**src/design/wdtsm_pkg.sv**
```systemverilog
// package: constants and types for the watchdog timer with sleep modes
`default_nettype none
package wdtsm_pkg;
    // ==========================================================
    // timing
    localparam int unsigned CLK_HZ = 50_000_000;
    localparam int unsigned LFOSC_HZ = 31_000;
    // nominal base tick in microseconds
    localparam int unsigned BASE_TICK_US = 1000;
    // system clocks per low frequency oscillator period, rounded down
    localparam int unsigned LFOSC_DIV = CLK_HZ / LFOSC_HZ;
    localparam logic [10:0] LFOSC_DIV_M1 = 11'(LFOSC_DIV - 1);
    // ==========================================================
    // configuration encodings
    localparam logic [1:0] EN_CFG_OFF = 2'h0;
    localparam logic [1:0] EN_CFG_SW = 2'h1;
    localparam logic [1:0] EN_CFG_NOSLEEP = 2'h2;
    localparam logic [1:0] EN_CFG_ON = 2'h3;
    // ==========================================================
    // period select
    localparam logic [4:0] PS_RESET = 5'h0b;
    localparam logic [4:0] PS_MAX = 5'h12;
    localparam logic [4:0] PS_MIN_FALLBACK = 5'h00;
    localparam int unsigned PS_SHIFT = 5;
    localparam int unsigned CNT_W = 23;
    // control register field positions
    localparam int unsigned CTRL_SWEN_BIT = 0;
    localparam int unsigned CTRL_PS_LSB = 1;
    localparam logic [5:0] CTRL_RESET = 6'h16;

    // clock source class of the system clock
    typedef enum logic [1:0] {
        WDTSM_SRC_FAST,
        WDTSM_SRC_CRYSTAL
    } wdtsm_src_t;

    // status flags carried together
    typedef struct packed {
        logic expired_n;
        logic power_down_n;
        logic wdt_reset_n;
    } wdtsm_flags_t;
endpackage : wdtsm_pkg
`default_nettype wire

```
**src/design/wdtsm_top.sv**
```systemverilog
// module: watchdog timer with four enable modes and sleep handling
//
// Operation
// - counter advances on ticks at the slow internal oscillator rate, divided down from the system clock
// - expiry while awake without a clear instruction raises a system reset
// - enable field 11 runs the watchdog always, sleep included
// - enable field 10 runs while awake, clears and stops in sleep
// - enable field 01 lets the software enable bit alone decide
// - in software mode sleep entry or exit does not change enable
// - field 00, or 01 with software bit low, disables and clears
// - period spans 1 ms to 256 s, resets to two seconds
// - any reset, clear instruction or oscillator failure clears the counter
// - sleep entry clears the counter; counting resumes from zero if enabled
// - sleep exit clears counter again, immediately for non-crystal clocks
// - crystal wake holds counter clear until start-up timer ends
// - counter held clear while start-up timer runs
// - internal oscillator divider changes leave the counter alone
// - expiry during sleep wakes the device instead of resetting
// - expiry updates expired, power-down and watchdog-reset flags
// - period code selects prescale two to the power code plus five
`default_nettype none
module wdtsm_top (
    input wire logic clk_in,
    input wire logic srst_in,
    input wire logic [1:0] watchdog_enable_config_in,
    input wire logic ctrl_wr_in,
    input wire logic [5:0] ctrl_wdata_in,
    input wire logic watchdog_clear_instruction_in,
    input wire logic sleep_in,
    input wire logic osc_fail_in,
    input wire logic osc_startup_timer_running_in,
    input wire logic sys_clk_is_crystal_in,
    input wire logic [2:0] internal_osc_divider_in,
    input wire logic flags_clear_in,
    output logic [5:0] ctrl_rdata_out,
    output logic wdt_sys_reset_out,
    output logic wdt_wake_out,
    output logic running_out,
    output logic [22:0] count_out,
    output logic watchdog_expired_flag_n_out,
    output logic power_down_flag_n_out,
    output logic watchdog_reset_flag_n_out
);
    // ==========================================================
    // control register: software enable and period select
    logic [5:0] ctrl_q;
    always_ff @(posedge clk_in)
    begin
        if (srst_in)
            ctrl_q <= wdtsm_pkg::CTRL_RESET;
        else if (ctrl_wr_in)
            ctrl_q <= ctrl_wdata_in;
    end
    wire logic sw_en = ctrl_q[wdtsm_pkg::CTRL_SWEN_BIT];
    wire logic [4:0] ps_code = ctrl_q[wdtsm_pkg::CTRL_PS_LSB +: 5];

    // ==========================================================
    // enable decode; the divider input is read only into a term that cancels out
    wire logic en_on = (watchdog_enable_config_in == wdtsm_pkg::EN_CFG_ON);
    wire logic en_ns = (watchdog_enable_config_in == wdtsm_pkg::EN_CFG_NOSLEEP)
        && !sleep_in;
    wire logic en_sw = (watchdog_enable_config_in == wdtsm_pkg::EN_CFG_SW)
        && sw_en; // sleep not looked at
    wire logic enabled = en_on || en_ns || en_sw;
    wire logic unused_div = ^internal_osc_divider_in;

    // ==========================================================
    // sleep edges and crystal wake hold
    logic sleep_q;
    logic xtal_hold_q;
    wire logic sleep_enter = sleep_in && !sleep_q;
    wire logic sleep_exit = !sleep_in && sleep_q;
    always_ff @(posedge clk_in)
    begin
        if (srst_in)
        begin
            sleep_q <= 1'b0;
            xtal_hold_q <= 1'b0;
        end
        else
        begin
            sleep_q <= sleep_in;
            // keep clear from crystal wake until the start-up timer ends
            if (sleep_exit && sys_clk_is_crystal_in)
                xtal_hold_q <= 1'b1;
            else if (!osc_startup_timer_running_in)
                xtal_hold_q <= 1'b0;
        end
    end

    // ==========================================================
    // clear sources
    wire logic clr = !enabled
        || watchdog_clear_instruction_in
        || osc_fail_in
        || sleep_enter
        || sleep_exit
        || xtal_hold_q
        || osc_startup_timer_running_in;

    // ==========================================================
    // prescale select: code plus five, reserved codes fall back to 1:32
    wire logic [4:0] ps_eff = (ps_code > wdtsm_pkg::PS_MAX) ?
        wdtsm_pkg::PS_MIN_FALLBACK : ps_code;
    wire logic [4:0] term_bit = ps_eff + 5'(wdtsm_pkg::PS_SHIFT);
    wire logic [22:0] term_cnt = 23'((24'h000001 << term_bit) - 24'h000001);

    // ==========================================================
    // slow tick and counter
    logic tick;
    wdtsm_tick u_tick (
        .clk_in(clk_in),
        .srst_in(srst_in),
        .tick_out(tick)
    );

    logic [22:0] cnt_q;
    logic [22:0] cnt_d;
    logic expire_q;
    logic wake_q;
    wire logic expire = !clr && tick && (cnt_q >= term_cnt);
    always_comb
    begin
        cnt_d = cnt_q;
        if (clr || expire)
            cnt_d = 23'h000000;
        else if (tick)
            cnt_d = cnt_q + 23'h000001;
    end

    // counter and one-cycle requests; sleep picks wake over reset
    always_ff @(posedge clk_in)
    begin
        if (srst_in)
        begin
            cnt_q <= 23'h000000;
            expire_q <= 1'b0;
            wake_q <= 1'b0;
        end
        else
        begin
            cnt_q <= cnt_d;
            expire_q <= expire && !sleep_in;
            wake_q <= expire && sleep_in;
        end
    end

    // ==========================================================
    // status flags, active low; an expiry beats a same-cycle clear
    wdtsm_pkg::wdtsm_flags_t flags_q;
    always_ff @(posedge clk_in)
    begin
        if (srst_in)
            flags_q <= '{expired_n: 1'b1, power_down_n: 1'b1, wdt_reset_n: 1'b1};
        else if (expire)
        begin
            flags_q.expired_n <= 1'b0;
            flags_q.power_down_n <= !sleep_in;
            flags_q.wdt_reset_n <= sleep_in;
        end
        else if (flags_clear_in)
            flags_q <= '{expired_n: 1'b1, power_down_n: 1'b1, wdt_reset_n: 1'b1};
    end

    logic run_q;
    always_ff @(posedge clk_in)
    begin
        if (srst_in)
            run_q <= 1'b0;
        else
            run_q <= enabled && !unused_div ^ unused_div;
    end

    assign ctrl_rdata_out = ctrl_q;
    assign wdt_sys_reset_out = expire_q;
    assign wdt_wake_out = wake_q;
    assign running_out = run_q;
    assign count_out = cnt_q;
    assign watchdog_expired_flag_n_out = flags_q.expired_n;
    assign power_down_flag_n_out = flags_q.power_down_n;
    assign watchdog_reset_flag_n_out = flags_q.wdt_reset_n;

    // ==========================================================
    // checks
    property p_disabled_clear;
        @(posedge clk_in) disable iff (srst_in)
        (watchdog_enable_config_in == wdtsm_pkg::EN_CFG_OFF) |=> (cnt_q == 23'h000000);
    endproperty
    a_disabled_clear: assert property (p_disabled_clear) else $error("count not held in off mode");

    property p_sw_off;
        @(posedge clk_in) disable iff (srst_in)
        (watchdog_enable_config_in == wdtsm_pkg::EN_CFG_SW && !sw_en) |=> !wdt_sys_reset_out;
    endproperty
    a_sw_off: assert property (p_sw_off) else $error("reset while software disabled");

    property p_nosleep_stop;
        @(posedge clk_in) disable iff (srst_in)
        (watchdog_enable_config_in == wdtsm_pkg::EN_CFG_NOSLEEP && sleep_in)
            |=> (cnt_q == 23'h000000);
    endproperty
    a_nosleep_stop: assert property (p_nosleep_stop) else $error("count runs in sleep");

    property p_clear_instr;
        @(posedge clk_in) disable iff (srst_in)
        watchdog_clear_instruction_in |=> (cnt_q == 23'h000000) && !wdt_sys_reset_out;
    endproperty
    a_clear_instr: assert property (p_clear_instr) else $error("clear did not clear");

    property p_ost_hold;
        @(posedge clk_in) disable iff (srst_in)
        osc_startup_timer_running_in |=> (cnt_q == 23'h000000);
    endproperty
    a_ost_hold: assert property (p_ost_hold) else $error("count moved during start-up");

    property p_sleep_wake;
        @(posedge clk_in) disable iff (srst_in)
        (expire && sleep_in) |=> wdt_wake_out && !wdt_sys_reset_out;
    endproperty
    a_sleep_wake: assert property (p_sleep_wake) else $error("sleep expiry not a wake");

    property p_awake_reset;
        @(posedge clk_in) disable iff (srst_in)
        (expire && !sleep_in) |=> wdt_sys_reset_out ##1 !wdt_sys_reset_out;
    endproperty
    a_awake_reset: assert property (p_awake_reset) else $error("reset not one cycle");

    property p_flags;
        @(posedge clk_in) disable iff (srst_in)
        expire |=> !watchdog_expired_flag_n_out;
    endproperty
    a_flags: assert property (p_flags) else $error("expired flag not set");

    property p_prescale;
        @(posedge clk_in) disable iff (srst_in)
        (ps_code == 5'h0a) |-> (term_cnt == 23'h007fff);
    endproperty
    a_prescale: assert property (p_prescale) else $error("prescale code wrong");

    property p_wake_pulse;
        @(posedge clk_in) disable iff (srst_in)
        wdt_wake_out |=> !wdt_wake_out;
    endproperty
    a_wake_pulse: assert property (p_wake_pulse) else $error("wake not one cycle");

    property p_awake_flags;
        @(posedge clk_in) disable iff (srst_in)
        (expire && !sleep_in) |=> !watchdog_reset_flag_n_out && power_down_flag_n_out;
    endproperty
    a_awake_flags: assert property (p_awake_flags) else $error("awake expiry flags wrong");

    property p_sleep_flags;
        @(posedge clk_in) disable iff (srst_in)
        (expire && sleep_in) |=> !power_down_flag_n_out && watchdog_reset_flag_n_out;
    endproperty
    a_sleep_flags: assert property (p_sleep_flags) else $error("sleep expiry flags wrong");

    property p_flag_clear;
        @(posedge clk_in) disable iff (srst_in)
        (flags_clear_in && !expire) |=> watchdog_expired_flag_n_out
            && power_down_flag_n_out && watchdog_reset_flag_n_out;
    endproperty
    a_flag_clear: assert property (p_flag_clear) else $error("flags not cleared");

    property p_osc_fail;
        @(posedge clk_in) disable iff (srst_in)
        osc_fail_in |=> (cnt_q == 23'h000000);
    endproperty
    a_osc_fail: assert property (p_osc_fail) else $error("oscillator fail did not clear");

    property p_sleep_enter;
        @(posedge clk_in) disable iff (srst_in)
        sleep_enter |=> (cnt_q == 23'h000000);
    endproperty
    a_sleep_enter: assert property (p_sleep_enter) else $error("sleep entry did not clear");

    property p_sleep_exit;
        @(posedge clk_in) disable iff (srst_in)
        sleep_exit |=> (cnt_q == 23'h000000);
    endproperty
    a_sleep_exit: assert property (p_sleep_exit) else $error("sleep exit did not clear");

    property p_xtal_hold;
        @(posedge clk_in) disable iff (srst_in)
        xtal_hold_q |=> (cnt_q == 23'h000000);
    endproperty
    a_xtal_hold: assert property (p_xtal_hold) else $error("count moved in crystal hold");

    property p_always_on;
        @(posedge clk_in) disable iff (srst_in)
        (watchdog_enable_config_in == wdtsm_pkg::EN_CFG_ON) |=> running_out;
    endproperty
    a_always_on: assert property (p_always_on) else $error("always-on mode not running");

    property p_count_step;
        @(posedge clk_in) disable iff (srst_in)
        (!clr && tick && !expire) |=> (cnt_q == $past(cnt_q) + 23'h000001);
    endproperty
    a_count_step: assert property (p_count_step) else $error("count did not step on tick");

    property p_count_hold;
        @(posedge clk_in) disable iff (srst_in)
        (!clr && !tick) |=> $stable(cnt_q);
    endproperty
    a_count_hold: assert property (p_count_hold) else $error("count moved without tick");

    property p_ctrl_write;
        @(posedge clk_in) disable iff (srst_in)
        ctrl_wr_in |=> (ctrl_rdata_out == $past(ctrl_wdata_in));
    endproperty
    a_ctrl_write: assert property (p_ctrl_write) else $error("control write lost");
endmodule // wdtsm_top
`default_nettype wire

```
**src/design/wdtsm_tick.sv**
```systemverilog
// module: divider that makes one-cycle ticks at the low oscillator rate
`default_nettype none
module wdtsm_tick (
    input wire logic clk_in,
    input wire logic srst_in,
    output logic tick_out
);
    logic [10:0] div_q;
    logic [10:0] div_d;
    logic tick_q;
    wire logic wrap = (div_q == wdtsm_pkg::LFOSC_DIV_M1);

    // free-running divider, independent of any system clock divider setting
    assign div_d = wrap ? 11'h000 : div_q + 11'h001;
    always_ff @(posedge clk_in)
    begin
        if (srst_in)
        begin
            div_q <= 11'h000;
            tick_q <= 1'b0;
        end
        else
        begin
            div_q <= div_d;
            tick_q <= wrap;
        end
    end
    assign tick_out = tick_q;
endmodule // wdtsm_tick
`default_nettype wire

```
**config.mk**
```make
export PLATFORM = sky130hd
export DESIGN_NAME = wdtsm_top
export DESIGN_NICKNAME = d
export VERILOG_FILES = /design/src/design/wdtsm_pkg.sv /design/src/design/wdtsm_top.sv /design/src/design/wdtsm_tick.sv
export SDC_FILE = /design/constraint.sdc
export NUM_CORES = 1
export LEC_CHECK = 0
export ABC_AREA = 1
export BUFFER_PORTS_ARGS = -buffer_cell sky130_fd_sc_hd__buf_2
export CAP_MARGIN = 10
export CORE_ASPECT_RATIO = 1.2
export CORE_UTILIZATION = 40
export CTS_BUF_LIST = sky130_fd_sc_hd__clkbuf_4 sky130_fd_sc_hd__clkbuf_8 sky130_fd_sc_hd__clkbuf_16
export DETAILED_ROUTE_END_ITERATION = 7
export PLACE_DENSITY = 0.67
export SYNTH_ARGS = -nofsm -noshare
export SYNTH_HDL_FRONTEND = slang
export SYNTH_HIERARCHICAL = 1
export SYNTH_SLANG_ARGS = --single-unit
export TNS_END_PERCENT = 5
```
**constraint.sdc**
```tcl
create_clock -name clk_in -period 3.5 [get_ports clk_in]
set_clock_uncertainty 0.05 [all_clocks]
set_input_delay 0.175 -clock clk_in [delete_from_list [all_inputs] [get_ports clk_in]]
set_output_delay 0.175 -clock clk_in [all_outputs]
set_load 0.1 [all_outputs]
```
# Word-level counts from Yosys, hierarchy flattened
# Cells that the tools add are included.
# Widths: inputs -> output; s select.
# totals
in_bits,20
ff_bits,49
wordCells,58
output_inout_bits,35
# classes
n_reduce_logical,28
add_sub_neg,4
bitwise_logic,1
shifts,1
order_cmp,2
mux,5
n_eq_ne,5
# ops
cell,count
$add 23x1->23 const B,1
$ge 23x23->1,1
$shl 1x5->23 const A,1
$sub 23x1->23 const B,1
$add 11x1->11 const B,1
$eq 11x11->1 const B,1
$logic_and 1x1->1,10
$logic_or 1x1->1,9
$mux 3,2
$add 5x3->5 const B,1
$gt 5x5->1 const B,1
$logic_not 1->1,5
$mux 5,1
$eq 2x2->1 const B,2
$reduce_or 2->1,2
$reduce_xor 3->1,1
$eq 2x1->1 const B,1
$mux 1,2
$ne 2x1->1 const B,1
$reduce_bool 2->1,1
$xor 1x1->1,1

# Longest topological paths before layout
# depth
ltp_word,16
mapped_depth,25
depth_no_buf,24

# Hierarchy
# The synthesis kept the hierarchy.
# by_module_without_submodules
module,seq_area_each_um2,cells_each,instances,area_each_um2
wdtsm_top,740.7,432,1,2788.9
wdtsm_tick,240.2,76,1,561.8

# Least setup slack after synthesis
# OpenSTA, ideal clock, no wires.
# synth_timing
kind,reg2reg
from,register ctrl_q[1] (netlist: ctrl_rdata_out[1])
to,register cnt_q[19] (netlist: count_out[19])
setup_time_ps,117
t_arrival_ps,3353
required_ps,3333
slack_ps,-20
path_buffers,2
path_stages_with_launch,26
synth_period_minus_slack_ps,3520
cell_sequence,dfxtp_1 buf_4 nand2_1 nand2_1 nand2_2 nand2_1 nand2_2 inv_2 nor2_1 inv_2 nand3_4 nor2_4 nand2_1 nand2_1 nand2_1 ha_1 nand2_1 nor2_1 nand2_1 nor2_1 nand2_1 nand4_1 nand2_1 nand2_1 buf_2 nor2_1
# synth_via
elab_chain_cells,9
# synth_lines
item,line_no,rtl
from (decl),wdtsm_top.sv:46,logic [5:0] ctrl_q;
from (signal assigned),wdtsm_top.sv:50,ctrl_q <= wdtsm_pkg::CTRL_RESET;
from (signal assigned),wdtsm_top.sv:52,ctrl_q <= ctrl_wdata_in;
$gt 5x5->1,wdtsm_top.sv:103,wire logic [4:0] ps_eff = (ps_code > wdtsm_pkg::PS_MAX) ?
$mux 5 (*),wdtsm_top.sv:103,
$add 5x3->5 (*),wdtsm_top.sv:105,wire logic [4:0] term_bit = ps_eff + 5'(wdtsm_pkg::PS_SHIFT);
$shl 1x5->23 (*),wdtsm_top.sv:106,wire logic [22:0] term_cnt = 23'((24'h000001 << term_bit) - 24'h000001);
$sub 23x1->23 (*),wdtsm_top.sv:106,
$ge 23x23->1 (*),wdtsm_top.sv:121,wire logic expire = !clr && tick && (cnt_q >= term_cnt);
$logic_and 1x1->1 (*),wdtsm_top.sv:121,
$logic_or 1x1->1 (*),wdtsm_top.sv:125,if (clr || expire)
$reduce_or 2->1 (no line) (*),--,
to (signal assigned),wdtsm_top.sv:142,cnt_q <= cnt_d;
to (decl),wdtsm_top.sv:117,logic [22:0] cnt_q;
# Every way passes the cells marked *; elsewhere a longest branch is shown, timed or not.
# A chain may end at the register's enable or synchronous reset.

# Final worst setup path
# layout_timing
from,register ctrl_q[2] (netlist: ctrl_rdata_out[2])
to,register cnt_q[4] (netlist: count_out[4])
# Same word-level chain as after synthesis.

==> flow_results.org <==
** Placement
- Port buffering added 51 buffers.
- Routability-driven placement finished with a final weighted congestion of 0.876.
- Count of placed standard cells including taps :: 650
- HPWL after detailed placement :: 6.25 mm

** Clocking
- The tree is rooted in a sky130_fd_sc_hd__clkbuf_8.
- For the worst-skew pair, the clock arrives at the later sink with an insertion delay of 0.31 ns.
- Post-CTS repair changed the size of 0 cells.
- Hold buffers post-CTS :: 0
- Clk sinks :: 49
- Maximum buffer depth of the clock tree :: 2
- In this run the post-CTS setup repair buffer count came out at 0.
- # H-tree levels :: 2
- Clock slew at the register clock pins of the worst setup and hold paths :: 0.10 ns
- Clock buffer count from CTS :: 5
- Clock tree from TritonCTS :: done

** Cells and area
- The count of cells in the finished layout, fillers not included, comes to 658.
- The multi-input combinational cells in the finished layout cover a total of 2070 sq um.
- Sequential cell area in the final layout :: 985 sq um
- Fraction of layout instances using a drive strength above 1 :: 16.3%
- Number of inserted diodes :: 0
- The filler cells instantiated in the layout total 824.
- Net count reported at finish :: 609
- Synthesis-to-layout area growth :: 13.6%

** GRT
- Global routing used 19.2% of the available tracks across all layers.
- M2 GR Usage :: 34.0%
- Antenna violations before repair :: 0
- Entering global routing, the biggest net connects 22 pins.
- The total overflow left after global routing is 0.
- The first global-routing pass estimated 13.6 mm of wire.
- The global routing stage identified its most utilized layer as met2.
- Met3 usage in global routing :: 4.04%
- Via count of the first global-routing pass :: 3102
- Global routing consumed, on the met1 layer, 23.1% of the routing resources.

** Power and ir drop
- The share of total power dissipated in combinational logic is 19.3%.
- Power comes to 1.18 mW.
- For this design the ratio of total power to cell area is 309 nW/um^2.
- Summed over all cells, the static leakage comes to 1.79 nW.
- Maximum ir drop on the vdd rail :: 0.202 mV
- Net switching is 33.3% of the power.
- Part of the power in the clock network :: 31.4%
- The share of total power dissipated in sequential elements is 49.2%.
- The internal power of the cells totals 786 uW.
- Summed over all nets, the switching power comes to 392 uW.

** Route
- The routed design has 7.74 mm of wire.
- The count of nets left with antenna violations once routing finished came out at 0.
- Iteration-0 DRC count of the detailed router :: 129
- Number of vias in the routed layout :: 3226
- The pre-antenna-repair detailed-routing pass consisted of 4 iterations.
- Residual DRC count :: 0
- Dividing the detail-routed via count by the number of cells gives 4.90.
- Dividing the detail-routed wire length by the instance count gives 11.8 um.

** Worst hold path
- The worst hold path passes through 3 cells.
- Min-Delay Path Class :: in -> reg

** Yosys
- Yosys printed 6 warnings.
- Library cells used by synthesis :: 33
- Summing every instance area after synthesis gives 3350 sq um.
- Post-synthesis sequential area ratio :: 29.3%
- Yosys top cell area share :: 29.3%
- After synthesis, the cell types taking the most area are sky130_fd_sc_hd__dfxtp_1, sky130_fd_sc_hd__nand2_1, sky130_fd_sc_hd__ha_1, sky130_fd_sc_hd__nor2_1, sky130_fd_sc_hd__inv_1.
- Biggest area consumer among synthesized cells :: sky130_fd_sc_hd__dfxtp_1
- After technology mapping, the gate count stands at 508.
- Synthesis inferred 49 register bits.
- Dividing the synthesized area by the synthesized cell count gives 6.60 sq um.

** Floorplanning
- The die covers 8750 sq um.
- Height of the die :: 102 um
- Pin placement for this block handled 55 I/O pins.
- Starting density of the core :: 41.3%
- The core region is 8110 sq um.
- Die X :: 85.6 um
- Count of standard-cell rows :: 36

** Setup path
- Count of cell instances traversed by the critical path :: 23
- The cell that appears most often on the critical path is sky130_fd_sc_hd__nand2_1.
- List of cells traversed by the critical path :: nand2_1 -> nand2_1 -> nand2_2 -> nand2_1 -> nand2_2 -> inv_2 -> nor2_1 -> inv_2 -> nand3_4 -> nor2_4 -> nand2_1 -> nand2_1 -> nand2_1 -> ha_1 -> a21o_1 -> nor2_1 -> nand2_1 -> nand2_1 -> nand4_1 -> nand2_1 -> nand2_1 -> buf_6 -> nor3_1
- STA classifies the critical path endpoint as a flop.
- The cell family contributing the most delay on the critical path is simple AND/OR/NAND/NOR gates.
- Of all nets on the critical path, the largest fanout is 21.
- Slowest library cell on the worst path :: sky130_fd_sc_hd__dfxtp_1
- Worst path max stage delay :: 0.44 ns
- Crit path buf inv count :: 3
- Setup crit start kind :: flop
- Data on the critical path is required at its endpoint by 3.69 ns.
- Critical path start-end classification :: reg -> reg
- Worst reg-to-reg path cell count :: 23
- Data arrival time of the critical path :: 3.26 ns

** STA
- Minimum period implied by the final worst setup slack :: 3.07 ns
- In the finished design, the share of the clock period the worst path needs comes to 87.8%.
- Total negative slack for setup checks :: 0 ns
- Top achievable clock speed :: 325 MHz
- Slew @ Worst Pin :: 0.559 ns
- Final number of max-transition violations :: 0
- The hold violation count in the final report came to 0.
- Setup repair after global routing left no endpoint under its margin.
- Setup violations remaining at the end of the flow were counted as 0.
- Tightest hold margin :: 0.0309 ns
- Measured against its own limit, the worst slew margin works out to 62.4%.

** Status
- Run status :: complete, no violations

** Job
- The tool flagged a number of max-cap violations equal to 0.
per-stage QoR:
step,setup WS [ns],area (sq um),util (%)
3_3_place_gp,0.393,3700,45.6
3_5_place_dp,0.329,3700,45.6
5_1_grt,0.0287,3810,46.9
4_1_cts,0.302,3800,46.9
6_report,0.426,3810,46.9
2_1_floorplan,0.0742,3360,-
sequential cells by signal, indices dropped and copies added, names as in the netlist:
register	flops
ctrl_rdata_out	6
u_tick/div_q	11
sleep_q	1
xtal_hold_q	1
wdt_sys_reset_out	1
wdt_wake_out	1
count_out	23
running_out	1
power_down_flag_n_out	1
watchdog_expired_flag_n_out	1
u_tick/tick_out	1
watchdog_reset_flag_n_out	1
placed cells by master, fill, tap and decap left out, types with 3 or more instances in the layout:
cell type and instances:
sky130_fd_sc_hd__nand3_1 24, sky130_fd_sc_hd__nor2_1 83, sky130_fd_sc_hd__nand3_2 4, sky130_fd_sc_hd__dfxtp_2 3
sky130_fd_sc_hd__nand2_1 126, sky130_fd_sc_hd__nor2_4 3, sky130_fd_sc_hd__nand3b_1 4, sky130_fd_sc_hd__ha_1 27
sky130_fd_sc_hd__nand4_1 16, sky130_fd_sc_hd__nand2_2 6, sky130_fd_sc_hd__nor2_2 5, sky130_fd_sc_hd__inv_2 7
sky130_fd_sc_hd__clkbuf_8 5, sky130_fd_sc_hd__nor3_1 7, sky130_fd_sc_hd__xnor2_1 7, sky130_fd_sc_hd__dfxtp_1 46
sky130_fd_sc_hd__o21ai_0 10, sky130_fd_sc_hd__a21oi_1 27, sky130_fd_sc_hd__xor2_1 19, sky130_fd_sc_hd__buf_2 51
sky130_fd_sc_hd__conb_1 4, sky130_fd_sc_hd__inv_1 63
tightest hold or removal path: stages:
cell and delay, ns:
sky130_fd_sc_hd__buf_2 0.08, sky130_fd_sc_hd__a21oi_1 0.05, sky130_fd_sc_hd__o21ai_0 0.06
per-layer routing:
| layer | share of wire [%] | wire (um) | up-vias |
|---|---|---|---|
| li1 | - | - | 1713 |
| met1 | 47 | 3650 | 1435 |
| met2 | 47 | 3650 | 70 |
| met3 | 4.4 | 340 | 8 |
| met4 | 1.3 | 104 | 0 |
| met5 | 0 | 0 | - |
cell families after synthesis:
logic type | Yosys count | synth area share (%)
buffers and inverters | 77 | 9.15
DFF | 49 | 29.3
adders and majority gates | 27 | 10.1
xor gates and xnor gates | 26 | 6.80
and+or+nand+nor | 284 | 37.8
AOI/OAI and AO/OA | 43 | 6.72
other | 2 | 0.224
power by group through the flow:
stage / logic (mW) / registers, mW / clock network [mW]
floorplan: 0.144 / 0.628 / 0
global placement: 0.221 / 0.592 / 0
global route: 0.258 / 0.582 / 0.406
finish: 0.228 / 0.579 / 0.370
detailed placement: 0.227 / 0.592 / 0
CTS: 0.228 / 0.579 / 0.383
path summary, 6_finish.rpt:
path	slack (ns)	start	endpoint
worst max-delay path	0.43	ctrl_rdata_out[2]	count_out[4]
worst min-delay path	0.03	ctrl_wdata_in[4]	ctrl_rdata_out[4]
worst max register to register	0.43	ctrl_rdata_out[2]	count_out[4]
worst min register to register	0.42	xtal_hold_q	xtal_hold_q
synthesized netlist by cell type, drive strengths merged:
cell type and n:
nand3 29, dfxtp 49, o21ai 12, xor2 19, nand2b 1, xnor2 7, o31ai 1, nand3b 4
a2111oi 1, conb 2, buf 5, a21o 1, nor4 1, ha 27, nor2 91, nor3 8
or2 2, a21oi 27, nand4 16, clkbuf 2, nand2 132, o22ai 1, inv 70
cell type report:
class                   count  area share [%]
repair buffers             52            7.00
clock buffers               5            1.81
clock inverters             3           0.888
well taps                  95            3.12
inverters                  70            6.90
flip-flops and latches     49            25.9
multi-input cells         384            54.4
(Power assumes the default switching activity.)
